### src/pkg/ncr_defs.vh
// Purpose: Constants for the non-cacheable block 2 / ROM select / IRQ latch block
// Assumes: Wishbone byte addresses are four times the register index
// Notes:   Definitions only
`ifndef NCR_DEFS_VH
`define NCR_DEFS_VH

// Register indices
`define NCR_IDX_BLK2_SIZE_HI   8'h2A
`define NCR_IDX_BLK2_MID       8'h2B
`define NCR_IDX_UNDECODED      8'h2C
`define NCR_IDX_ROM_IRQ        8'h2D
`define NCR_IDX_IRQ_STATUS     8'h30
`define NCR_IDX_IRQ_MASK       8'h31
`define NCR_IDX_WR_CTRL        8'h32

// Reset values
`define NCR_RST_BLK2_SIZE_HI   8'hE0
`define NCR_RST_BLK2_MID       8'h00
`define NCR_RST_ROM_IRQ        8'hC0
`define NCR_RST_IRQ_MASK       8'h00
`define NCR_RST_WR_CTRL        8'h00

// Field positions
`define NCR_SIZE_MSB           7
`define NCR_SIZE_LSB           5
`define NCR_SIZE_DIS_BIT       7
`define NCR_MOUSE_LATCH_BIT    7
`define NCR_KBD_LATCH_BIT      6
`define NCR_ROM_WR_EN_BIT      7

// Size encodings
`define NCR_SIZE_64K           2'h0
`define NCR_SIZE_128K          2'h1
`define NCR_SIZE_256K          2'h2
`define NCR_SIZE_1M            2'h3

// Decode constants
`define NCR_KBD_DATA_PORT      16'h0060
`define NCR_ROM_BASE_HI        5'h18
`define NCR_ROM_WINDOWS        6

// Interrupt status bits
`define NCR_EV_KBD             0
`define NCR_EV_MOUSE           1
`define NCR_EV_ROM             2
`define NCR_EV_NC              3

`endif

### src/logic/ncr_decode.v
// Purpose: Non-cacheable block 2 decode, ROM chip select and IRQ1/IRQ12 latching
// Assumes: Host cycle qualifiers come from logic on clk_sys; IRQ pins are asynchronous
// Notes:   Registers on classic Wishbone, one 32-bit word per index
`timescale 1ns/10ps
`default_nettype none
`include "ncr_defs.vh"

////////////////////////////////////////////////////////////////////////////////
// Overview of operation
// - Size field: 64K,128K,256K,1M; top bit disables
// - Noncache_block2_size_high_addr bits 2:0 give A26:24
// - Noncache_block2_mid_addr holds A23:16 of start
// - Start bits below block size ignored
// - Index 2Ch not decoded, no store
// - IRQ12 latched when bit 7 clear
// - IRQ1 latched when bit 6 clear; port 60h read clears
// - Enabled ROM window read asserts chip select
// - Six bits map ascending 32KB windows
// - ROM writes need write-enable bit 7
module ncr_decode (
   // Clock, reset, enable
   input  wire        clk_sys,
   input  wire        reset_n,
   input  wire        clk_en,
   // Wishbone slave
   input  wire        wb_cyc_i,
   input  wire        wb_stb_i,
   input  wire        wb_we_i,
   input  wire [9:0]  wb_adr_i,
   input  wire [3:0]  wb_sel_i,
   input  wire [31:0] wb_dat_i,
   output reg  [31:0] wb_dat_o,
   output reg         wb_ack_o,
   output wire        wb_err_o,
   // Host cycle
   input  wire        host_cycle_valid,
   input  wire        host_mem_cycle,
   input  wire        host_write,
   input  wire [26:0] host_addr,
   // Decode results
   output wire        rom_chip_select_n,
   output wire        noncache_hit,
   output wire        l1_cache_disable,
   output wire        l2_cache_disable,
   // Interrupt requests
   input  wire        kbd_irq_in,
   input  wire        mouse_irq_in,
   output wire        kbd_irq_out,
   output wire        mouse_irq_out,
   output wire        irq
);

   ////////////////////////////////////////////////////////////////////////////
   // Registers
   reg  [7:0] size_hi_reg;
   reg  [7:0] mid_reg;
   reg  [7:0] rom_irq_reg;
   reg  [7:0] wr_ctrl_reg;
   reg  [3:0] status_reg;
   reg  [3:0] mask_reg;
   reg        kbd_latch_reg;
   reg        mouse_latch_reg;
   reg        kbd_prev_reg;
   reg        mouse_prev_reg;
   reg        rom_sel_reg;

   wire [1:0] irq_sync;
   wire [7:0] idx       = wb_adr_i[9:2];
   wire       wb_req    = wb_cyc_i & wb_stb_i & ~wb_ack_o;
   wire       wb_wr     = wb_req & wb_we_i & wb_sel_i[0];
   wire       idx_known;

   ncr_sync2 #(.WIDTH(2)) u_sync (
      .clk_sys (clk_sys),
      .reset_n (reset_n),
      .clk_en  (clk_en),
      .d_async ({mouse_irq_in, kbd_irq_in}),
      .q_sync  (irq_sync)
   );

   ////////////////////////////////////////////////////////////////////////////
   // Block 2 decode
   wire [2:0] size_fld = size_hi_reg[`NCR_SIZE_MSB:`NCR_SIZE_LSB];
   reg  [3:0] ign_mask;
   always @* begin
      case (size_fld[1:0])
         `NCR_SIZE_64K:  ign_mask = 4'h0;
         `NCR_SIZE_128K: ign_mask = 4'h1;
         `NCR_SIZE_256K: ign_mask = 4'h3;
         `NCR_SIZE_1M:   ign_mask = 4'hF;
         default:        ign_mask = 4'h0;
      endcase
   end

   wire [10:0] blk_start = {size_hi_reg[2:0], mid_reg};
   wire [10:0] cmp_mask  = {7'h7F, ~ign_mask};
   wire        blk_en    = ~size_fld[2];
   wire        blk_hit   = blk_en & host_cycle_valid & host_mem_cycle &
                           (((host_addr[26:16] ^ blk_start) & cmp_mask) == 11'h000);

   assign noncache_hit     = blk_hit;
   assign l1_cache_disable = blk_hit;
   assign l2_cache_disable = blk_hit;

   ////////////////////////////////////////////////////////////////////////////
   // ROM chip select
   wire [5:0] win_hit;
   genvar gi;
   generate
      for (gi = 0; gi < `NCR_ROM_WINDOWS; gi = gi + 1) begin : g_win
         // Window gi covers C0000h + gi*8000h
         localparam [4:0] WIN_BASE = `NCR_ROM_BASE_HI + gi;
         assign win_hit[gi] = rom_irq_reg[gi] & (host_addr[26:20] == 7'h00) &
                              (host_addr[19:15] == WIN_BASE);
      end
   endgenerate

   wire rom_cycle = host_cycle_valid & host_mem_cycle & (|win_hit);
   // Writes only select the ROM when flash updates are allowed
   wire rom_sel   = rom_cycle & (~host_write |
                    wr_ctrl_reg[`NCR_ROM_WR_EN_BIT]);
   assign rom_chip_select_n = ~rom_sel;

   ////////////////////////////////////////////////////////////////////////////
   // IRQ latching
   wire port60_rd = host_cycle_valid & ~host_mem_cycle & ~host_write &
                    (host_addr[15:0] == `NCR_KBD_DATA_PORT);
   wire kbd_rise   = irq_sync[0] & ~kbd_prev_reg;
   wire mouse_rise = irq_sync[1] & ~mouse_prev_reg;
   wire kbd_lat_en   = ~rom_irq_reg[`NCR_KBD_LATCH_BIT];
   wire mouse_lat_en = ~rom_irq_reg[`NCR_MOUSE_LATCH_BIT];

   assign kbd_irq_out   = kbd_lat_en ? kbd_latch_reg : irq_sync[0];
   assign mouse_irq_out = mouse_lat_en ? mouse_latch_reg : irq_sync[1];

   always @(posedge clk_sys or negedge reset_n) begin
      if (!reset_n) begin
         kbd_latch_reg   <= 1'b0;
         mouse_latch_reg <= 1'b0;
         kbd_prev_reg    <= 1'b0;
         mouse_prev_reg  <= 1'b0;
         rom_sel_reg     <= 1'b0;
      end else if (clk_en) begin
         kbd_prev_reg   <= irq_sync[0];
         mouse_prev_reg <= irq_sync[1];
         rom_sel_reg    <= rom_sel;
         // A new edge wins over the port 60h clear
         if (kbd_rise)
            kbd_latch_reg <= 1'b1;
         else if (port60_rd)
            kbd_latch_reg <= 1'b0;
         if (mouse_rise)
            mouse_latch_reg <= 1'b1;
         else if (port60_rd)
            mouse_latch_reg <= 1'b0;
      end
   end

   ////////////////////////////////////////////////////////////////////////////
   // Interrupt status
   wire [3:0] events = {blk_hit, rom_sel & ~rom_sel_reg, mouse_rise, kbd_rise};
   assign irq = |(status_reg & mask_reg);

   ////////////////////////////////////////////////////////////////////////////
   // Register file
   assign idx_known = (idx == `NCR_IDX_BLK2_SIZE_HI) | (idx == `NCR_IDX_BLK2_MID) |
                      (idx == `NCR_IDX_ROM_IRQ) | (idx == `NCR_IDX_IRQ_STATUS) |
                      (idx == `NCR_IDX_IRQ_MASK) | (idx == `NCR_IDX_WR_CTRL);
   // Index 2Ch and other holes are acked with zero data; err is never raised
   assign wb_err_o = wb_ack_o ? 1'b0 : 1'b0;

   always @(posedge clk_sys or negedge reset_n) begin
      if (!reset_n) begin
         size_hi_reg <= `NCR_RST_BLK2_SIZE_HI;
         mid_reg     <= `NCR_RST_BLK2_MID;
         rom_irq_reg <= `NCR_RST_ROM_IRQ;
         wr_ctrl_reg <= `NCR_RST_WR_CTRL;
         mask_reg    <= 4'h0;
         status_reg  <= 4'h0;
         wb_ack_o    <= 1'b0;
         wb_dat_o    <= 32'h00000000;
      end else if (clk_en) begin
         wb_ack_o <= wb_req;
         wb_dat_o <= 32'h00000000;
         if (wb_wr && idx == `NCR_IDX_BLK2_SIZE_HI)
            size_hi_reg <= wb_dat_i[7:0];
         if (wb_wr && idx == `NCR_IDX_BLK2_MID)
            mid_reg <= wb_dat_i[7:0];
         if (wb_wr && idx == `NCR_IDX_ROM_IRQ)
            rom_irq_reg <= wb_dat_i[7:0];
         if (wb_wr && idx == `NCR_IDX_WR_CTRL)
            wr_ctrl_reg <= wb_dat_i[7:0];
         if (wb_wr && idx == `NCR_IDX_IRQ_MASK)
            mask_reg <= wb_dat_i[3:0];
         // Set wins over write-one-to-clear
         if (wb_wr && idx == `NCR_IDX_IRQ_STATUS)
            status_reg <= (status_reg & ~wb_dat_i[3:0]) | events;
         else
            status_reg <= status_reg | events;
         if (wb_req && !wb_we_i) begin
            case (idx)
               `NCR_IDX_BLK2_SIZE_HI: wb_dat_o <= {24'h000000, size_hi_reg};
               `NCR_IDX_BLK2_MID:     wb_dat_o <= {24'h000000, mid_reg};
               `NCR_IDX_ROM_IRQ:      wb_dat_o <= {24'h000000, rom_irq_reg};
               `NCR_IDX_WR_CTRL:      wb_dat_o <= {24'h000000, wr_ctrl_reg};
               `NCR_IDX_IRQ_STATUS:   wb_dat_o <= {28'h0000000, status_reg};
               `NCR_IDX_IRQ_MASK:     wb_dat_o <= {28'h0000000, mask_reg};
               default:               wb_dat_o <= 32'h00000000;
            endcase
         end
      end
   end

endmodule // ncr_decode

`default_nettype wire

### src/logic/ncr_sync2.v
// Purpose: Two flip-flop synchroniser for asynchronous levels
// Assumes: Destination runs on clk_sys
// Notes:   First stage feeds only the second stage
`timescale 1ns/10ps
`default_nettype none

module ncr_sync2 #(
   parameter WIDTH = 2
) (
   // Clock and reset
   input  wire             clk_sys,
   input  wire             reset_n,
   input  wire             clk_en,
   // Data
   input  wire [WIDTH-1:0] d_async,
   output reg  [WIDTH-1:0] q_sync
);

   reg [WIDTH-1:0] meta_reg;

   always @(posedge clk_sys or negedge reset_n) begin
      if (!reset_n) begin
         meta_reg <= {WIDTH{1'b0}};
         q_sync   <= {WIDTH{1'b0}};
      end else if (clk_en) begin
         meta_reg <= d_async;
         q_sync   <= meta_reg;
      end
   end

endmodule // ncr_sync2

`default_nettype wire

### config.mk
export PLATFORM = sky130hd
export DESIGN_NAME = ncr_decode
export DESIGN_NICKNAME = d
export VERILOG_FILES = /design/src/logic/ncr_decode.v /design/src/logic/ncr_sync2.v
export VERILOG_INCLUDE_DIRS = /design/src /design/src/pkg
export SDC_FILE = /design/constraint.sdc
export NUM_CORES = 1
export LEC_CHECK = 0
export BUFFER_PORTS_ARGS = -buffer_cell sky130_fd_sc_hd__buf_2
export CAP_MARGIN = 0
export CELL_PAD_IN_SITES_DETAIL_PLACEMENT = 1
export CELL_PAD_IN_SITES_GLOBAL_PLACEMENT = 2
export CORE_MARGIN = 2
export CORE_UTILIZATION = 28
export DETAILED_ROUTE_END_ITERATION = 10
export GPL_ROUTABILITY_DRIVEN = 0
export GPL_TIMING_DRIVEN = 0
export PLACE_DENSITY = 0.86
export SYNTH_ARGS = -nofsm -noshare
export SYNTH_HDL_FRONTEND = slang
export SYNTH_HIERARCHICAL = 1
export SYNTH_SLANG_ARGS = --single-unit
### constraint.sdc
create_clock -name clk_sys -period 1.5 [get_ports clk_sys]
set_clock_uncertainty 0.1 [all_clocks]
set_input_delay 0.15 -clock clk_sys [delete_from_list [all_inputs] [get_ports clk_sys]]
set_output_delay 0.15 -clock clk_sys [all_outputs]
set_load 0.02 [all_outputs]
## After elaboration in Yosys (flattened, before gate mapping)

Index checks and enable logic that the tools add are counted.

| word-level totals | value |
|---|---|
| register bits after elaboration | 82 |
| output and inout port bits | 41 |

| cells by class | value |
|---|---|
| eq/ne operators | 16 |
| mux-type cells | 9 |
| bitwise gates (word level) | 45 |
| reduce and logical (&&, ||, !) cells | 22 |

Operator list:

| kind | count |
|---|---|
| == test 8 x 6 -> 1 bit (second input constant) | 6 |
| case mux 8 bit (6 select lines) | 1 |
| == test 5 bit (second input constant) | 6 |
| bitwise AND 1 bit | 28 |
| == test 16 x 7 -> 1 bit (second input constant) | 1 |
| case mux 4 bit (4 select lines) | 1 |
| AND reduction 2 bit | 7 |
| bitwise AND 11 bit | 1 |
| logical NOT 11 bit | 1 |
| XOR 11 bit | 1 |
| bitwise AND 4 bit | 2 |
| 2-to-1 mux 8 bit | 1 |
| NOT 1 bit | 8 |
| NOT 4 bit | 2 |
| bitwise OR 4 bit | 2 |
| logical AND 1 bit | 7 |
| logical NOT 7 bit | 1 |
| OR reduction 6 bit | 1 |
| 2-to-1 mux 1 bit | 5 |
| == test 2 bit (second input constant) | 2 |
| 2-to-1 mux 4 bit | 1 |
| nonzero test 2 bit | 2 |
| OR reduction 4 bit | 1 |
| == test 2 x 1 -> 1 bit (second input constant) | 1 |
| 3 further kinds | 3 |

## Logic depth before layout (Yosys ltp)

| depth | value |
|---|---|
| depth in word-level cells | 9 |
| depth in mapped cells | 6 |

## By module

The synthesis kept the hierarchy.

Modules (own cells, without submodules):

| module | times used | cells each | area each (µm²) |
|---|---|---|---|
| ncr_decode | 1 | 275 | 3180.6 |
| ncr_sync2 | 1 | 8 | 145.1 |

## Least setup slack after synthesis

Ideal clock, no wire load.

| path | value |
|---|---|
| path type | register to output |
| start | reg size_hi_reg[5] |
| end | out l2_cache_disable |
| arrival | 2.421 ns |
| slack | -1.171 ns |
| stages on the path, launching flop included | 4 |
| path buffers | 1 |
| cells stage by stage | dfstp_2 o21ai_0 a2111oi_0 buf_4 |

| on the way | value |
|---|---|
| word-level cells in the longest chain between the ends | 6 |

Ends and longest elaborated chain:

| item | RTL line | RTL |
|---|---|---|
| start: declaration | ncr_decode.v:55 | `reg [7:0] size_hi_reg;` |
| start signal: assignment | ncr_decode.v:174 | `` size_hi_reg <= `NCR_RST_BLK2_SIZE_HI; `` |
| start signal: assignment | ncr_decode.v:186 | `size_hi_reg <= wb_dat_i[7:0];` |
| == test 2 bit, or another cell as far along | ncr_decode.v:86 | `case (size_fld[1:0])` |
| case mux 4 bit (4 select lines) (*) | ncr_decode.v:86 |  |
| NOT 4 bit (*) | ncr_decode.v:96 | `wire [10:0] cmp_mask = {7'h7F, ~ign_mask};` |
| bitwise AND 11 bit (*) | ncr_decode.v:99 | `(((host_addr[26:16] ^ blk_start) & cmp_mask) == 11'h000);` |
| logical NOT 11 bit (*) | ncr_decode.v:99 |  |
| bitwise AND 1 bit (*) | ncr_decode.v:98 | `wire blk_hit = blk_en & host_cycle_valid & host_mem_cycle &` |
| end: declaration | ncr_decode.v:44 | `output wire l2_cache_disable,` |

Mark *: on every way between the ends. The rest lies on a longest branch, timed or not.

## Worst setup path in the final report

| path | value |
|---|---|
| start | reg size_hi_reg[1] |
| end | out l2_cache_disable |

| on the way | value |
|---|---|
| word-level cells in the longest chain between the ends | 4 |

Ends and longest elaborated chain:

| item | RTL line |
|---|---|
| XOR 11 bit | ncr_decode.v:99 |
| bitwise AND 11 bit | ncr_decode.v:99 |
| logical NOT 11 bit | ncr_decode.v:99 |
| bitwise AND 1 bit | ncr_decode.v:98 |

Every way passes these cells.

==> out/metrics.yaml <==
outcome:
  status: "finished with violations"
  violations: "DRC, setup timing"
cells_and_area:
  antenna_cells: 0
  fin_cells: 561
  syn_to_final_growth_pct: 42.8
  fin_nets: 497
  layout-drive-gt1-share: 0.562
  fillers: 1276
cts:
  cts_made_buffers: 9
  ctsLongestPathBuffers: 2
  cts_root_buf: "clkbuf_16"
  cts_tree: "done"
  clk_pin_slew_ns: 0.05
  h-tree-depth: 3
  clock_latency_ns: 0.33
  clock_sinks: 58
setup_path:
  cp_max_fo: 4
  crit_required_ns: 1.25
  critPathLaunchType: "flop"
  worstSetupPathType: "flop to output port"
  reg2reg_slack_ns: -0.28
  arrival_ns: 1.75
  endpoint_kind: "output port"
global_routing:
  grt_use_total: 0.163
  use_met1: 0.199
  grt-ovfl-total: 0
  grt_pass1_vias: 2972
  grt-busiest-layer: "met2"
  grt_start_max_net_pins: 59
  antenna_found_initial: 0
  grt_pass1_wl_um: 16000
  met3_usage: 0.0327
  use_met2: 0.288
pwr:
  power_density_nw_per_um2: 904
  peakVddDrop_v: 0.000470
  clock_power_share: 0.516
  sw_frac_of_total: 0.234
  power.leakage_uw: 0.00221
  internal-power_uw: 3290
  p_total_uw: 4290
  p_comb_frac: 0.106
  switching_power_uw: 1000
  share_seq_of_total_power: 0.377
drt:
  drt-wirelength-per-cell_um: 18.3
  routed_wl_um: 10300
  drc_errors: 8
  drtAntennaViolNets: 0
  firstDrtPassIters: 7
  vias: 2704
  vias_per_cell: 4.82
  drtIter0Drc: 110
placed_design:
  dpl.hpwl_um: 7210
  io_buffers: 70
  dp_cells: 520
timing:
  rsz0062_at_grt: "true"
  finalHoldViolCount: 0
  slew_headroom: 0.399
  hold_ws_ns: 0.0182
  setup_viol: 55
  min_period_over_period: 1.34
  setup_ws_ns: -0.504
  setup-tns-final_ns: -9.26
  slew_viol_final: 0
  fmax_mhz: 499
  period_needed_ns: 2.00
  tightest_slew_ns: 0.899
yosys:
  synth_seq_cells: 58
  ys_seq_area_frac: 0.438
  synth-edff-count: 0
  synth_top_cell_by_area: "dfrtp_1"
  yosys_warnings: 6
  synthTopCellsByArea: "dfrtp_1 (40%), mux2_2 (16%), buf_4 (6.3%), dfstp_2 (4.0%), mux2_4 (3.6%)"
  synth.avg_cell_area_um2: 11.8
  syn_area_um2: 3330
  synth_ff_type: "dfrtp_1"
  synthArstFlopShare: 1.00
  synth_cell_types: 60
  synth_top_area_share: 0.399
  syn_inst: 283
worst_hold_path:
  hold_class: "input port to flop"
floorplan:
  die_h_um: 113
  initial_core_util: 0.289
  num_rows: 39
  core_um2: 11500
  die_w_um: 113
  io_pins: 125
  dieArea_um2: 12800
run:
  drv_cap: 0
cell type report:
| class | instances | area, um2 | area share |
|---|---|---|---|
| Clock buffer | 11 | 243 | 0.0511 |
| Inverter | 14 | 52.6 | 0.0111 |
| Tap cell | 143 | 179 | 0.0377 |
| Timing Repair Buffer | 97 | 624 | 0.131 |
| Clock inverter | 5 | 77.6 | 0.0163 |
| Multi-Input combinational cell | 197 | 1850 | 0.389 |
| Sequential cell | 58 | 1460 | 0.307 |
| Buffer | 36 | 267 | 0.0561 |
cells in the mapped netlist, drive strengths merged (4+ instances only):
cell	count
mux2	54
dfrtp	53
buf	35
inv	14
a22oi	12
xnor2	11
nor2	8
nor3	8
nand2	7
nand2b	7
nand4	7
o21ai	6
dfstp	5
nor4	4
o221ai	4
o22ai	4
power groups by stage:
stage	Combinational (uW)	Sequential, uW	Clock (uW)
after global routing	497	1620	2340
after CTS	444	1620	2250
final	457	1620	2220
after detailed placement	424	1650	0
after floorplan	245	1640	0
after global placement	412	1640	0
layout by cell type, fill, tap and decap left out, types with 3 or more instances in the layout:
cell / n
nor3_1: 4
o221ai_2: 3
a22oi_2: 3
clkbuf_16: 9
dlygate4sd3_1: 3
dfrtp_1: 52
xnor2_1: 8
nand2b_1: 7
buf_6: 14
xnor2_2: 3
buf_2: 66
nand3b_1: 3
o22ai_2: 4
inv_1: 14
nand2_1: 5
a22oi_1: 9
dfstp_2: 5
nor2_1: 5
conb_1: 25
nand4_1: 7
mux2_2: 37
buf_4: 46
clkbuf_1: 3
o21ai_0: 5
mux2_4: 17
nor4_1: 4
critical path: stages, from the launching register on:
cell       delay, ns
dfrtp_1         0.42
xnor2_2         0.16
nand4_1         0.17
a2111oi_4       0.40
buf_4           0.18
buf_6           0.10
final timing paths:
kind                           startpoint               end  cells past startpoint
min reg2reg                mouse_prev_reg     status_reg[1]                      1
max in group asynchronous         reset_n          wb_ack_o                      2
max reg2reg                rom_irq_reg[0]       rom_sel_reg                      5
min in group asynchronous         reset_n    wr_ctrl_reg[7]                      2
max                        size_hi_reg[1]  l2_cache_disable                      5
min                           wb_dat_i[5]    size_hi_reg[5]                      2
timing repair:
item,in CTS,in global routing
endpoints found under the hold margin,2,53
setup endpoints to repair,53,56
hold buffers,2,1
setup buffers,17,10
resized for setup,25,22
pin swaps,13,11
logic make-up after synthesis:
kind of cell / after synthesis / share of synthesized area
simple gates: 64 / 0.137
flops: 58 / 0.438
mux: 57 / 0.205
buf+inv: 52 / 0.0982
compound gates: 40 / 0.0914
xor+xnor: 11 / 0.0290
other cells: 1 / 0.00113
layer usage:
metal | vias to the layer above | share of wire
met4 | 0 | 0.013
met1 | 1351 | 0.43
met3 | 16 | 0.054
met2 | 88 | 0.51
li1 | 1249 | -
met5 | - | 0
metrics by stage:
stage	area (um2)	setup slack, ns	util
after detailed placement	4020	-0.466	0.349
after floorplan	3490	-0.184	-
final	4750	-0.504	0.412
after global routing	4750	-0.617	0.412
after CTS	4570	-0.535	0.396
after global placement	4020	-0.398	0.349
Power figures use the tool's default switching activity.
